[config.mk]
export PLATFORM = sky130hd
export DESIGN_NAME = ssc_host
export DESIGN_NICKNAME = d
export VERILOG_FILES = /design/src/rtl/ssc_pkg.sv /design/src/rtl/ssc_sync.sv /design/src/rtl/ssc_shift.sv /design/src/rtl/ssc_host.sv
export SDC_FILE = /design/constraint.sdc
export NUM_CORES = 1
export LEC_CHECK = 0
export CAP_MARGIN = 30
export CORE_MARGIN = 3
export CORE_UTILIZATION = 55
export DETAILED_ROUTE_END_ITERATION = 8
export DONT_BUFFER_PORTS = 1
export PLACE_DENSITY_LB_ADDON = 0.25
export SLEW_MARGIN = 20
export SYNTH_ARGS = -nofsm -noshare
export SYNTH_HDL_FRONTEND = slang
export SYNTH_SLANG_ARGS = --single-unit
export TNS_END_PERCENT = 50
[constraint.sdc]
create_clock -name clk_i -period 6.16 [get_ports clk_i]
set_clock_uncertainty 0.05 [all_clocks]
set_input_delay 0 -clock clk_i [delete_from_list [all_inputs] [get_ports clk_i]]
set_output_delay 0 -clock clk_i [all_outputs]
set_load 0.005 [all_outputs]
[src/rtl/ssc_pkg.sv]
// Purpose: Constants for the sensor configuration host controller.
// Assumes: 40 MHz system clock, serial clock made by a divider.
// Notes:   Register offsets of the device and of the Wishbone slave.
// How it works
// - Every frame is sixteen bits long
// - First bit one writes, zero reads
// - Seven address bits follow, MSB first
// - Write frames carry eight data bits, MSB first
// - Device samples on rise; clock at most 20 MHz
// - Enable leads half period, trails one period
// - Burst writes keep enable high throughout
// - Read data changes on fall, sampled on rise
// - Read clock kept at 10 MHz or below
// - Wait 1 us after reset before request
// - Hold reset 1 us after supplies stable
// - Upload may start 1 us after release
// - Rewrite recommended settings after each reset
package ssc_pkg;
   // ------------------------------------------------------------------
   // Timing
   // ------------------------------------------------------------------
   localparam int CLK_HZ        = 40000000;          // System clock rate.
   localparam int SCLK_MAX_HZ   = 10000000;          // Serial clock ceiling for reads.
   localparam int SCLK_HALF     = (CLK_HZ + 2*SCLK_MAX_HZ - 1) / (2*SCLK_MAX_HZ);
   localparam int WAIT_NS       = 1000;              // Settling time after reset, in ns.
   localparam int CLK_NS        = 25;                // System clock period in ns.
   localparam int WAIT_CYC      = (WAIT_NS + CLK_NS - 1) / CLK_NS;
   localparam int REQ_CYC       = 4;                 // Frame request pulse width.
   localparam int FRAME_BITS    = 16;                // Bits in one serial frame.
   localparam int ADDR_W        = 7;                 // Device address width.
   localparam int DATA_W        = 8;                 // Device data width.
   // ------------------------------------------------------------------
   // Device register map
   // ------------------------------------------------------------------
   localparam logic [6:0] DEV_FCOUNT_LO = 7'h16;     // Frame count low byte.
   localparam logic [6:0] DEV_FCOUNT_HI = 7'h17;     // Frame count high byte.
   localparam logic [6:0] DEV_TEMP_LO   = 7'h65;     // Temperature low byte.
   localparam logic [6:0] DEV_TEMP_HI   = 7'h66;     // Temperature high byte.
   localparam logic [6:0] DEV_RIGHT_LO  = 7'h67;     // First address on right output.
   localparam logic [6:0] DEV_RIGHT_HI  = 7'h7E;     // Last address on right output.
   // ------------------------------------------------------------------
   // Wishbone register map (byte offsets)
   // ------------------------------------------------------------------
   localparam logic [3:0] WB_CTRL   = 4'h0;          // Reset and frame request.
   localparam logic [3:0] WB_CMD    = 4'h4;          // Serial access command.
   localparam logic [3:0] WB_STATUS = 4'h8;          // Busy, ready, read data.
   localparam int CTRL_RST_BIT  = 0;                 // Hold device in reset.
   localparam int CTRL_REQ_BIT  = 1;                 // Request frames (self clearing).
   localparam int CMD_GO_BIT    = 16;                // Start serial frame.
   localparam int CMD_HOLD_BIT  = 17;                // Keep enable high after frame.
   localparam int ST_BUSY_BIT   = 8;                 // Serial engine busy.
   localparam int ST_READY_BIT  = 9;                 // Settling time elapsed.
   localparam int ST_DONE_BIT   = 10;                // Frame request sent.
   localparam int ST_RIGHT_BIT  = 11;                // Read came from right output.
endpackage

[src/rtl/ssc_sync.sv]
// Purpose: Two flip-flop synchroniser for one pin input.
// Assumes: Input is asynchronous to clk_i.
// Notes:   Only the second stage is read by other logic.
`timescale 1ns/1ps
module ssc_sync
(
   // Clock and reset.
   input  wire logic clk_i,
   input  wire logic rst_n_i,
   // Pin and synchronised level.
   input  wire logic pin_i,
   output logic      sync_o
);
   logic stage1;  // First stage, read only by the second.
   // Sample the pin twice before use.
   always_ff @(posedge clk_i)
   begin
      if (!rst_n_i)
      begin
         stage1 <= 1'b0;
         sync_o <= 1'b0;
      end
      else
      begin
         stage1 <= pin_i;
         sync_o <= stage1;
      end
   end
endmodule // ssc_sync

[src/rtl/ssc_shift.sv]
// Purpose: Sixteen bit serial frame engine for the sensor port.
// Assumes: Device samples on rising and launches on falling clock.
// Notes:   Clock is derived from clk_i by a divider.
`timescale 1ns/1ps
module ssc_shift
(
   // Clock and reset.
   input  wire logic        clk_i,
   input  wire logic        rst_n_i,
   // Command side.
   input  wire logic        go_i,
   input  wire logic        hold_i,
   input  wire logic        wr_i,
   input  wire logic [6:0]  addr_i,
   input  wire logic [7:0]  data_i,
   input  wire logic        miso_i,
   output logic             busy_o,
   output logic [7:0]       rdata_o,
   // Serial pins.
   output logic             sclk_o,
   output logic             en_o,
   output logic             mosi_o
);
   typedef enum logic [3:0]
   {
      SSC_IDLE = 4'h1,
      SSC_LEAD = 4'h2,
      SSC_SHIFT = 4'h4,
      SSC_TAIL = 4'h8
   } ssc_state_e;
   ssc_state_e  state;     // Engine state.
   logic [7:0]  div;       // Half period counter.
   logic [4:0]  bitn;      // Bits already sent.
   logic [15:0] sh;        // Outgoing frame.
   logic [7:0]  rx;        // Incoming data.
   logic        half_end;  // Half period elapsed.
   logic        rd_frame;  // Current frame is a read.
   assign half_end = (div == 8'(ssc_pkg::SCLK_HALF - 1));
   // Frame sequencing: lead half period, 16 bits, one period trail.
   always_ff @(posedge clk_i)
   begin
      if (!rst_n_i)
      begin
         state <= SSC_IDLE;
         div <= 8'h00;
         bitn <= 5'h00;
         sh <= 16'h0000;
         rx <= 8'h00;
         rdata_o <= 8'h00;
         sclk_o <= 1'b0;
         en_o <= 1'b0;
         mosi_o <= 1'b0;
         busy_o <= 1'b0;
         rd_frame <= 1'b0;
      end
      else
      begin
         div <= (state == SSC_IDLE || half_end) ? 8'h00 : div + 8'h01;
         unique case (state)
            SSC_IDLE:
            begin
               sclk_o <= 1'b0;
               if (go_i)
               begin
                  // Control bit, address, data, MSB first.
                  sh <= {wr_i, addr_i, data_i};
                  mosi_o <= wr_i;
                  rd_frame <= !wr_i;
                  en_o <= 1'b1;
                  busy_o <= 1'b1;
                  bitn <= 5'h00;
                  state <= SSC_LEAD;
               end
            end
            SSC_LEAD:
               if (half_end)
               begin
                  state <= SSC_SHIFT;  // Enable led by half a period.
               end
            SSC_SHIFT:
               if (half_end)
               begin
                  sclk_o <= !sclk_o;
                  if (!sclk_o)
                  begin
                     // Rising edge: device samples the frame bit.
                     bitn <= bitn + 5'h01;
                  end
                  else
                  begin
                     // Falling edge: next bit out. The read line reaches miso_i
                     // three clocks late, so the level seen now is the one that
                     // stood just before the rise.
                     sh <= {sh[14:0], 1'b0};
                     mosi_o <= sh[14];
                     if (bitn > 5'(ssc_pkg::FRAME_BITS - ssc_pkg::DATA_W))
                     begin
                        rx <= {rx[6:0], miso_i};
                     end
                     if (bitn == 5'(ssc_pkg::FRAME_BITS))
                     begin
                        state <= SSC_TAIL;
                        if (rd_frame)
                        begin
                           rdata_o <= {rx[6:0], miso_i};
                        end
                     end
                  end
               end
            SSC_TAIL:
               if (half_end)
               begin
                  // Clock stays low; two more half periods make the trail.
                  bitn <= bitn + 5'h01;
                  if (bitn == 5'(ssc_pkg::FRAME_BITS + 1))
                  begin
                     // One full period after the last bit.
                     busy_o <= 1'b0;
                     en_o <= hold_i;  // Burst keeps enable high.
                     state <= SSC_IDLE;
                  end
               end
            default:
               state <= SSC_IDLE;
         endcase
      end
   end
endmodule // ssc_shift

[src/rtl/ssc_host.sv]
// Purpose: Host controller that configures the sensor over its serial port.
// Assumes: Classic Wishbone slave, 32-bit data, one cycle ack.
// Notes:   Drives reset and frame request pins and enforces settling time.
//
// The Wishbone register port was chosen for this implementation.
`timescale 1ns/1ps
module ssc_host
(
   // Clock and reset.
   input  wire logic        clk_i,
   input  wire logic        rst_n_i,
   // Wishbone slave.
   input  wire logic        wb_cyc_i,
   input  wire logic        wb_stb_i,
   input  wire logic        wb_we_i,
   input  wire logic [3:0]  wb_adr_i,
   input  wire logic [3:0]  wb_sel_i,
   input  wire logic [31:0] wb_dat_i,
   output logic [31:0]      wb_dat_o,
   output logic             wb_ack_o,
   // Sensor pins.
   input  wire logic        out_left_i,
   input  wire logic        out_right_i,
   output logic             sclk_o,
   output logic             en_o,
   output logic             mosi_o,
   output logic             system_reset_low_o,
   output logic             frame_req_o
);
   // ------------------------------------------------------------------
   // Internal signals
   // ------------------------------------------------------------------
   logic        left_s;     // Synchronised left output.
   logic        right_s;    // Synchronised right output.
   logic        miso;       // Selected read line.
   logic        use_right;  // Current read uses right output.
   logic        go;         // Start pulse to the engine.
   logic        hold;       // Keep enable high after frame.
   logic        wr;         // Frame direction.
   logic [6:0]  addr;       // Device address.
   logic [7:0]  wdata;      // Write data.
   logic        busy;       // Engine busy.
   logic [7:0]  rdata;      // Last read data.
   logic        rst_hold;   // Software holds device reset.
   logic [7:0]  wait_cnt;   // Settling counter.
   logic        ready;      // Settling time met.
   logic        req_pend;   // Frame request waiting.
   logic        req_done;   // Frame request sent.
   logic [2:0]  req_cnt;    // Request pulse width counter.
   logic        acc;        // Bus access this cycle.
   logic        req_wr;     // Control write asking for frames.
   logic        sclk_int;   // Engine clock.
   logic        en_int;     // Engine enable.
   logic        mosi_int;   // Engine data.
   assign acc = wb_cyc_i && wb_stb_i && !wb_ack_o;
   assign req_wr = acc && wb_we_i && wb_adr_i == ssc_pkg::WB_CTRL && wb_sel_i[0]
                   && wb_dat_i[ssc_pkg::CTRL_REQ_BIT];
   // ------------------------------------------------------------------
   // Pin input synchronisers
   // ------------------------------------------------------------------
   ssc_sync u_sync_left
   (
      .clk_i   (clk_i),
      .rst_n_i (rst_n_i),
      .pin_i   (out_left_i),
      .sync_o  (left_s)
   );
   ssc_sync u_sync_right
   (
      .clk_i   (clk_i),
      .rst_n_i (rst_n_i),
      .pin_i   (out_right_i),
      .sync_o  (right_s)
   );
   // Right output only serves its own range; otherwise use left.
   assign miso = use_right ? right_s : left_s;
   // ------------------------------------------------------------------
   // Serial engine
   // ------------------------------------------------------------------
   ssc_shift u_shift
   (
      .clk_i   (clk_i),
      .rst_n_i (rst_n_i),
      .go_i    (go),
      .hold_i  (hold),
      .wr_i    (wr),
      .addr_i  (addr),
      .data_i  (wdata),
      .miso_i  (miso),
      .busy_o  (busy),
      .rdata_o (rdata),
      .sclk_o  (sclk_int),
      .en_o    (en_int),
      .mosi_o  (mosi_int)
   );
   // Register the pins so every output comes from a flip-flop.
   always_ff @(posedge clk_i)
   begin
      if (!rst_n_i)
      begin
         sclk_o <= 1'b0;
         en_o <= 1'b0;
         mosi_o <= 1'b0;
      end
      else
      begin
         sclk_o <= sclk_int;  // 10 MHz keeps read timing safe.
         en_o <= en_int;
         mosi_o <= mosi_int;
      end
   end
   // ------------------------------------------------------------------
   // Command register
   // ------------------------------------------------------------------
   // Full-lane software writes with the go bit start a frame unless the engine is busy or device
   // not yet settled; such writes are dropped.
   always_ff @(posedge clk_i)
   begin
      if (!rst_n_i)
      begin
         go <= 1'b0;
         hold <= 1'b0;
         wr <= 1'b0;
         addr <= 7'h00;
         wdata <= 8'h00;
         use_right <= 1'b0;
      end
      else
      begin
         go <= 1'b0;
         if (acc && wb_we_i && wb_adr_i == ssc_pkg::WB_CMD && wb_sel_i == 4'hF
             && wb_dat_i[ssc_pkg::CMD_GO_BIT] && !busy && !go && ready)
         begin
            go <= 1'b1;
            hold <= wb_dat_i[ssc_pkg::CMD_HOLD_BIT];
            wr <= wb_dat_i[15];
            addr <= wb_dat_i[14:8];
            wdata <= wb_dat_i[7:0];
            use_right <= !wb_dat_i[15]
                         && wb_dat_i[14:8] >= ssc_pkg::DEV_RIGHT_LO
                         && wb_dat_i[14:8] <= ssc_pkg::DEV_RIGHT_HI;
         end
      end
   end
   // ------------------------------------------------------------------
   // Reset pin and settling timer
   // ------------------------------------------------------------------
   // Reset is held while software asks; the timer restarts on release.
   // Software must rewrite its settings after this.
   always_ff @(posedge clk_i)
   begin
      if (!rst_n_i)
      begin
         rst_hold <= 1'b1;
         system_reset_low_o <= 1'b0;
         wait_cnt <= 8'h00;
         ready <= 1'b0;
      end
      else
      begin
         if (acc && wb_we_i && wb_adr_i == ssc_pkg::WB_CTRL && wb_sel_i[0])
         begin
            rst_hold <= wb_dat_i[ssc_pkg::CTRL_RST_BIT];
         end
         system_reset_low_o <= !rst_hold;
         if (!system_reset_low_o)
         begin
            wait_cnt <= 8'h00;
            ready <= 1'b0;
         end
         else if (wait_cnt == 8'(ssc_pkg::WAIT_CYC))
         begin
            ready <= 1'b1;  // 1 us after release.
         end
         else
         begin
            wait_cnt <= wait_cnt + 8'h01;
         end
      end
   end
   // ------------------------------------------------------------------
   // Frame request pulse
   // ------------------------------------------------------------------
   // A request written before settling is dropped; one written later waits
   // for any upload to finish; the device then captures its frame count and starts by mode.
   always_ff @(posedge clk_i)
   begin
      if (!rst_n_i)
      begin
         req_pend <= 1'b0;
         req_done <= 1'b0;
         req_cnt <= 3'h0;
         frame_req_o <= 1'b0;
      end
      else
      begin
         // A new request clears done first, so a pulse ending now still sets it.
         if (req_wr)
         begin
            req_done <= 1'b0;
         end
         if (frame_req_o)
         begin
            if (req_cnt == 3'h0)
            begin
               frame_req_o <= 1'b0;
               req_done <= 1'b1;
            end
            else
            begin
               req_cnt <= req_cnt - 3'h1;
            end
         end
         else if (req_pend && ready && !busy && !go && !en_o)
         begin
            req_pend <= 1'b0;
            frame_req_o <= 1'b1;
            req_cnt <= 3'(ssc_pkg::REQ_CYC - 1);
         end
         // A request written now stays pending behind any running pulse.
         if (req_wr)
         begin
            req_pend <= 1'b1;
         end
         if (!ready)
         begin
            req_pend <= 1'b0;
         end
      end
   end
   // ------------------------------------------------------------------
   // Wishbone answer
   // ------------------------------------------------------------------
   // Ack one cycle after the strobe; unmapped addresses read zero.
   always_ff @(posedge clk_i)
   begin
      if (!rst_n_i)
      begin
         wb_ack_o <= 1'b0;
         wb_dat_o <= 32'h0000_0000;
      end
      else
      begin
         wb_ack_o <= acc;
         wb_dat_o <= 32'h0000_0000;
         if (acc && !wb_we_i)
         begin
            unique case (wb_adr_i)
               ssc_pkg::WB_CTRL:
                  wb_dat_o <= {30'h0, req_pend, rst_hold};
               ssc_pkg::WB_CMD:
                  wb_dat_o <= {14'h0, hold, 1'b0, wr, addr, wdata};
               ssc_pkg::WB_STATUS:
                  wb_dat_o <= {20'h0, use_right, req_done, ready, busy || go, rdata};
               default:
                  wb_dat_o <= 32'h0000_0000;
            endcase
         end
      end
   end
endmodule // ssc_host

==> results of run 1 <==
==> area by class of cell <==
| cell class | instances | area, sq um | area share (%) |
|---|---|---|---|
| tap | 108 | 135 | 2.30 |
| sequential | 113 | 2260 | 38.5 |
| multi-input combinational | 394 | 2490 | 42.3 |
| clock inverter | 13 | 136 | 2.32 |
| timing repair buffer | 37 | 377 | 6.40 |
| inverter | 14 | 52.6 | 0.894 |
| clock buffer | 19 | 432 | 7.34 |
==> worst max-delay path, cell delays in order, from the launching register on <==
cell and delay (ns):
dfxtp_1 0.54, or4b_1 0.84, nor4_4 0.75, o21a_1 0.47, mux2i_1 0.23
==> placed cells by master, fill, tap and decap left out, types with 4 or more instances in the layout <==
cell / netlist / routed
nand3_1: 48 / 48
o21ai_1: 5 / 5
conb_1: 1 / 15
a311oi_1: 5 / 5
nor3_1: 23 / 23
or4b_4: 4 / 4
nor3b_1: 5 / 5
or4b_1: 4 / 4
mux2i_1: 8 / 8
nor2_1: 38 / 38
a311oi_2: 10 / 10
and2_1: 14 / 14
clkinv_2: 0 / 4
nor2b_1: 4 / 4
clkinvlp_4: 0 / 4
a22oi_1: 9 / 9
and3_1: 8 / 8
dlygate4sd3_1: 0 / 32
nand2_1: 50 / 50
dfxtp_1: 113 / 113
xor2_1: 11 / 11
o21ai_0: 30 / 30
inv_1: 14 / 13
a21oi_1: 37 / 37
clkbuf_16: 0 / 16
ha_1: 9 / 9
xnor2_1: 4 / 4
==> worst max path at each step <==
| stage | from | endpoint | slack [ns] | cells past startpoint |
|---|---|---|---|---|
| after global placement | u_shift.state[2]$_SDFFE_PN0P_ | u_shift.mosi_o$_SDFFE_PN0P_ | 3.09 | 4 |
| after detailed placement | u_shift.state[2]$_SDFFE_PN0P_ | u_shift.mosi_o$_SDFFE_PN0P_ | 2.98 | 4 |
| after CTS | u_shift.state[2]$_SDFFE_PN0P_ | u_shift.mosi_o$_SDFFE_PN0P_ | 2.97 | 4 |
| after floorplan | u_shift.div[0]$_SDFF_PP0_ | u_shift.en_o$_SDFFE_PN0P_ | 4.11 | 5 |
| final | u_shift.state[2]$_SDFFE_PN0P_ | u_shift.rx[3]$_SDFFE_PN0P_ | 3.20 | 4 |
| after global routing | u_shift.state[2]$_SDFFE_PN0P_ | u_shift.rx[3]$_SDFFE_PN0P_ | 3.02 | 4 |
==> stage by stage <==
step	cells	area (sq um)	setup slack [ns]
2_1_floorplan	569	5080	4.11
3_3_place_gp	631	4950	3.09
3_5_place_dp	632	4960	2.98
4_1_cts	697	5870	2.97
5_1_grt	698	5880	3.02
6_report	698	5880	3.20
==> logic make-up (layout without fill, tap and decap cells) <==
kind of cell | after synthesis | in the layout | synth area share [%]
AOI/OAI and AO/OA | 121 | 121 | 16.8
xor gates and xnor gates | 15 | 15 | 2.61
adders and majority gates | 9 | 9 | 2.24
buffers and inverters | 62 | 83 | 6.55
DFF | 113 | 113 | 45.0
muxes | 11 | 11 | 2.27
other | 1 | 15 | 0.0746
and+or+nand+nor | 223 | 223 | 24.5
==> registers in the layout, indices dropped and copies added, names as in the netlist, 3 cells and up <==
name and flops:
wb_dat_o 17, u_shift.sh 15, u_shift.div 8, u_shift.rdata_o 8, wait_cnt 8, wdata 8, addr 7, u_shift.rx 7
u_shift.bitn 5, u_shift.state 4, req_cnt 3
==> timing repair <==
action,CTS,global route
hold buffers,33,0
endpoints found under the hold margin,84,0
resized for setup,0,0
==> power groups by stage <==
stage / Combinational (uW) / Clock [uW] / Sequential, uW
2_1_floorplan: 24.3 / 0 / 749
3_3_place_gp: 17.6 / 0 / 749
3_5_place_dp: 17.8 / 0 / 749
4_1_cts: 38.8 / 945 / 733
5_1_grt: 43.1 / 979 / 733
6_report: 39.5 / 934 / 733
==> per-layer routing <==
layer / vias up / track usage (%) / wire [um]
met3: 21 / 5.79 / 658
met1: 1956 / 30.4 / 5220
met5: - / 0 / 0
met4: 0 / 11.1 / 230
li1: 2023 / - / -
met2: 142 / 38.5 / 5780
==> results_dict.tcl, run 1 <==
set metrics [dict create \
    vias 4142 \
    cap_violations 0 \
    antenna_left 0 \
    finalSetupTns_ns 0 \
    die_area_sq_um 10300 \
    gr-total-overflow 0 \
    firstDrtPassIters 7 \
    postSynthCellCount 555 \
    synth.cell_area_sq_um 5020 \
    route.detailed.drc 0 \
    synth-edff-count 0 \
    clock_latency_ns 0.53 \
    slew_violations 0 \
    grt_pass1_wl_um 19400 \
    cp-end-kind "flip-flop" \
    yosys-top-cells-area "dfxtp_1 45%, nand3_1 4.8%, nand2_1 3.7%, a21oi_1 3.7%, a311oi_2 3.0%" \
    fp-row-count 34 \
    finalWirelength_um 11900 \
    switching_share_pct 21.8 \
    yosys_warnings 0 \
    crit_fanout 19 \
    initial_utilization_pct 57.1 \
    timing.final.crit_share_pct 48.0 \
    fmaxAchievable_mhz 338 \
    async_flop_share_pct 0 \
    diodes 0 \
    drive_gt1_share_pct 11.2 \
    worst_setup_path_start_kind "flip-flop" \
    post-route-min-period_ns 2.96 \
    internal-power_uw 1330 \
    crit_required_ns 6.56 \
    grt_pass1_vias 4028 \
    status "finished clean" \
    postLayoutCoreUtil_pct 66.8 \
    yosys.area.top_type_share_pct 45.0 \
    core-area_sq_um 8810 \
    rsz0062_at_grt "false" \
    tightestPinTransition_ns 0.944 \
    synth_common_cells "113 x dfxtp_1, 50 x nand2_1, 48 x nand3_1" \
    wire_per_inst_um 17.0 \
    tritoncts "yes" \
    antenna_found_initial 0 \
    setup_viol 0 \
    p_leak_uw 0.00194 \
    critical_path_class "flip-flop to flip-flop" \
    cts_setup_buffers 0 \
    ys_seq_elements 113 \
    r2r_start "u_shift.state[2]$_SDFFE_PN0P_" \
    cts_buffers 17 \
    min_from "wb_adr_i[0]" \
    synthDistinctLibCells 65 \
    path_clk_slew_ns 0.06 \
    synth_ff_type "dfxtp_1" \
    routed_via_density 5.93 \
    rr_endpoint "u_shift.rx[3]$_SDFFE_PN0P_" \
    arrival_ns 3.36 \
    grt_start_max_net_pins 57 \
    htreeDepth 4 \
    io_pins 85 \
    hpwl_um 7530 \
    combPwrFrac_pct 2.3 \
    synth_area_leader_cell "dfxtp_1" \
    fp.dieW_um 102 \
    relSlewSlack_pct 36.6 \
    min_path_type "primary input to flip-flop" \
    fin_nets 633 \
    min_to "wb_dat_o[6]$_SDFF_PN0_" \
    rrSetupSlack_ns 3.20 \
    area_growth_pct 17.0 \
    pwr-share-seq_pct 43.0 \
    yosysSeqAreaShare_pct 45.0 \
    num-fill-cells 677 \
    die-height_um 102 \
    yosysMostFrequentCell "dfxtp_1" \
    grt_use_total_pct 24.0 \
    io_buffers 0 \
    p_clk_share_pct 54.7 \
    ir_drop_mv 0.209 \
    finalHoldViolCount 0 \
    cts-root-buf "clkbuf_8" \
    holdPathStages 4 \
    cts.sinks 113 \
    power.density_nw_per_um2 290 \
    avgSynthCellArea_sq_um 9.05 \
    r2r_cells 4 \
    netSwitchingPower_uw 372 \
    power.total_uw 1710 \
    drt-initial-drc-count 210 \
    place_congestion 0.789 \
    cts.path.max_buffers 2 \
    hold_ws_ns 0.0513 \
]
Note: power is estimated with default switching activity, not from simulation.
==> run 2: changes to the inputs <==
clock period = 2.6 ns   (was 6.16 ns; I/O delays follow)
==> results_dict.tcl, run 2 (synthesis gave the netlist of run 1 again) <==
set metrics [dict create \
    place_congestion 0.788 \
    diodes 0 \
    top_layer "met4" \
    rr_endpoint "rst_hold$_SDFFE_PN1P_" \
    arrival_ns 2.62 \
    fin_nets 635 \
    tritoncts "yes" \
    r2r_start "wb_ack_o$_SDFF_PN0_" \
    cp-end-kind "flip-flop" \
    dr_wl_met3_um 654 \
    crit_buf_inv 1 \
    cap_violations 0 \
    finalWirelength_um 11800 \
    top_register "wb_dat_o" \
    drive_gt1_share_pct 11.5 \
    tightestPinTransition_ns 0.861 \
    slew_violations 0 \
    netSwitchingPower_uw 837 \
    largestRegisters "wb_dat_o (17), u_shift.sh (15)" \
    grt_pass1_wl_um 19600 \
    antenna_found_initial 0 \
    rsz0062_at_grt "false" \
    routed_via_density 5.96 \
    rrSetupSlack_ns 0.32 \
    min_path_type "primary input to flip-flop" \
    r2r_cells 5 \
    die-height_um 102 \
    post-route-min-period_ns 2.28 \
    m1WireLength_um 5300 \
    grt_start_max_net_pins 57 \
    gr-total-overflow 0 \
    ir_drop_mv 0.413 \
    largest_reg_flops 17 \
    cp_slowest_cell "dlygate4sd3_1" \
    worst_setup_path_start_kind "flip-flop" \
    slowest_delay_ns 0.56 \
    switching_share_pct 21.1 \
    fmaxAchievable_mhz 439 \
    cts_buffers 17 \
    cp_cell_sequence "and3b_1 -> nand3_1 -> nor3b_1 -> o21ai_0 -> dlygate4sd3_1" \
    path_clk_slew_ns 0.06 \
    cts.path.max_buffers 2 \
    power.density_nw_per_um2 676 \
    final_common_cell "dfxtp_1" \
    placed_area_sq_um 4990 \
    fp.dieW_um 102 \
    setup_viol 0 \
    post_cts_resized 0 \
    core-area_sq_um 8810 \
    initial_utilization_pct 57.1 \
    fin_area_sq_um 5880 \
    vias 4172 \
    fp-row-count 34 \
    drt-initial-drc-count 255 \
    p_clk_share_pct 53.9 \
    route.detailed.drc 0 \
    finalHoldViolCount 0 \
    clock_latency_ns 0.52 \
    finalSetupTns_ns 0 \
    crit_family "simple AND/OR/NAND/NOR gates" \
    crit_fanout 20 \
    grt_pass1_vias 4037 \
    area_growth_pct 17.0 \
    die_area_sq_um 10300 \
    timing.final.crit_share_pct 87.6 \
    crit_required_ns 2.95 \
    hpwl_um 7560 \
    io_buffers 0 \
    io_pins 85 \
    p_leak_uw 0.00195 \
    firstDrtPassIters 5 \
    combPwrFrac_pct 2.4 \
    cts.sinks 113 \
    pwr-share-seq_pct 43.7 \
    min_to "wb_dat_o[14]$_SDFF_PN0_" \
    internal-power_uw 3140 \
    relSlewSlack_pct 42.2 \
    wire_per_inst_um 16.9 \
    cts-root-buf "clkbuf_8" \
    critical_path_class "flip-flop to flip-flop" \
    antenna_left 0 \
    status "finished clean" \
    dr_wl_met2_um 5670 \
    most-common-layout-cells "113 x dfxtp_1, 50 x nand2_1, 48 x nand3_1" \
    holdPathStages 4 \
    htreeDepth 4 \
    min_from "wb_stb_i" \
    grt_use_total_pct 24.0 \
]
run 2: cell types whose count changed in the layout (fill, tap and decap cells not counted):
cell           change
clkinvlp_4         -1
clkbuf_8           +2
dlygate4sd3_1      -1
buf_4              +4
clkbuf_1           +1
bufinv_16          -1
inv_6              -2
run 2: metrics by stage:
step / power (uW) / hold WS [ns] / worst slack, ns / util, % / cells
after floorplan: 1830 / 0.0773 / 0.553 / - / 569
after global placement: 1820 / 0.0418 / 0.457 / 56.6 / 636
after detailed placement: 1820 / 0.0534 / 0.426 / 56.6 / 636
after CTS: 3990 / 0.00276 / 0.344 / 66.7 / 700
after global routing: 4090 / 0.0296 / 0.181 / 66.7 / 700
final: 3970 / 0.0248 / 0.323 / 66.7 / 700
run 2: per-layer routing:
layer	vias to the layer above	track usage [%]
met2	137	38.6
met5	-	0
met1	2003	31.4
met3	18	5.10
li1	2014	-
met4	0	9.51
run 2: worst max-delay path by stage:
stage                         startpoint                             to  cells after the start
2_1_floorplan  u_shift.div[0]$_SDFF_PP0_      u_shift.en_o$_SDFFE_PN0P_                      5
3_3_place_gp   u_shift.div[0]$_SDFF_PP0_  u_shift.state[2]$_SDFFE_PN0P_                      5
3_5_place_dp   u_shift.div[0]$_SDFF_PP0_     u_shift.rx[5]$_SDFFE_PN0P_                      5
4_1_cts              wb_ack_o$_SDFF_PN0_          rst_hold$_SDFFE_PN1P_                      5
6_report             wb_ack_o$_SDFF_PN0_          rst_hold$_SDFFE_PN1P_                      5
5_1_grt              wb_ack_o$_SDFF_PN0_          rst_hold$_SDFFE_PN1P_                      5
run 2: repair_timing:
item                                   in CTS  in global routing
buffers inserted                            0                  0
endpoints found under the hold margin      83                  0
setup endpoints to repair                   0                  0
hold buffers                               32                  0
run 2: power by group through the flow:
stage	Sequential (uW)	Clock, uW	Combinational, uW
global route	1740	2250	101
CTS	1740	2160	91.1
detailed placement	1770	0	41.7
finish	1740	2140	93.8
global placement	1770	0	41.6
floorplan	1770	0	57.6
run 2: layout make-up:
type | instances | area [sq um]
fillers | 686 | 2930
clock inverters | 9 | 81.3
inverters | 14 | 52.6
multi-input cells | 394 | 2490
flip-flops and latches | 113 | 2260
clock buffers | 23 | 477
repair buffers | 39 | 383
well taps | 108 | 135
run 2: worst register-to-register path: cells and delay by family, from the launching register on:
kind,cells,cell delay (ns)
DFF,1,0.32
and+or+nand+nor,3,1.12
buffers and inverters,1,0.56
AOI/OAI and AO/OA,1,0.11
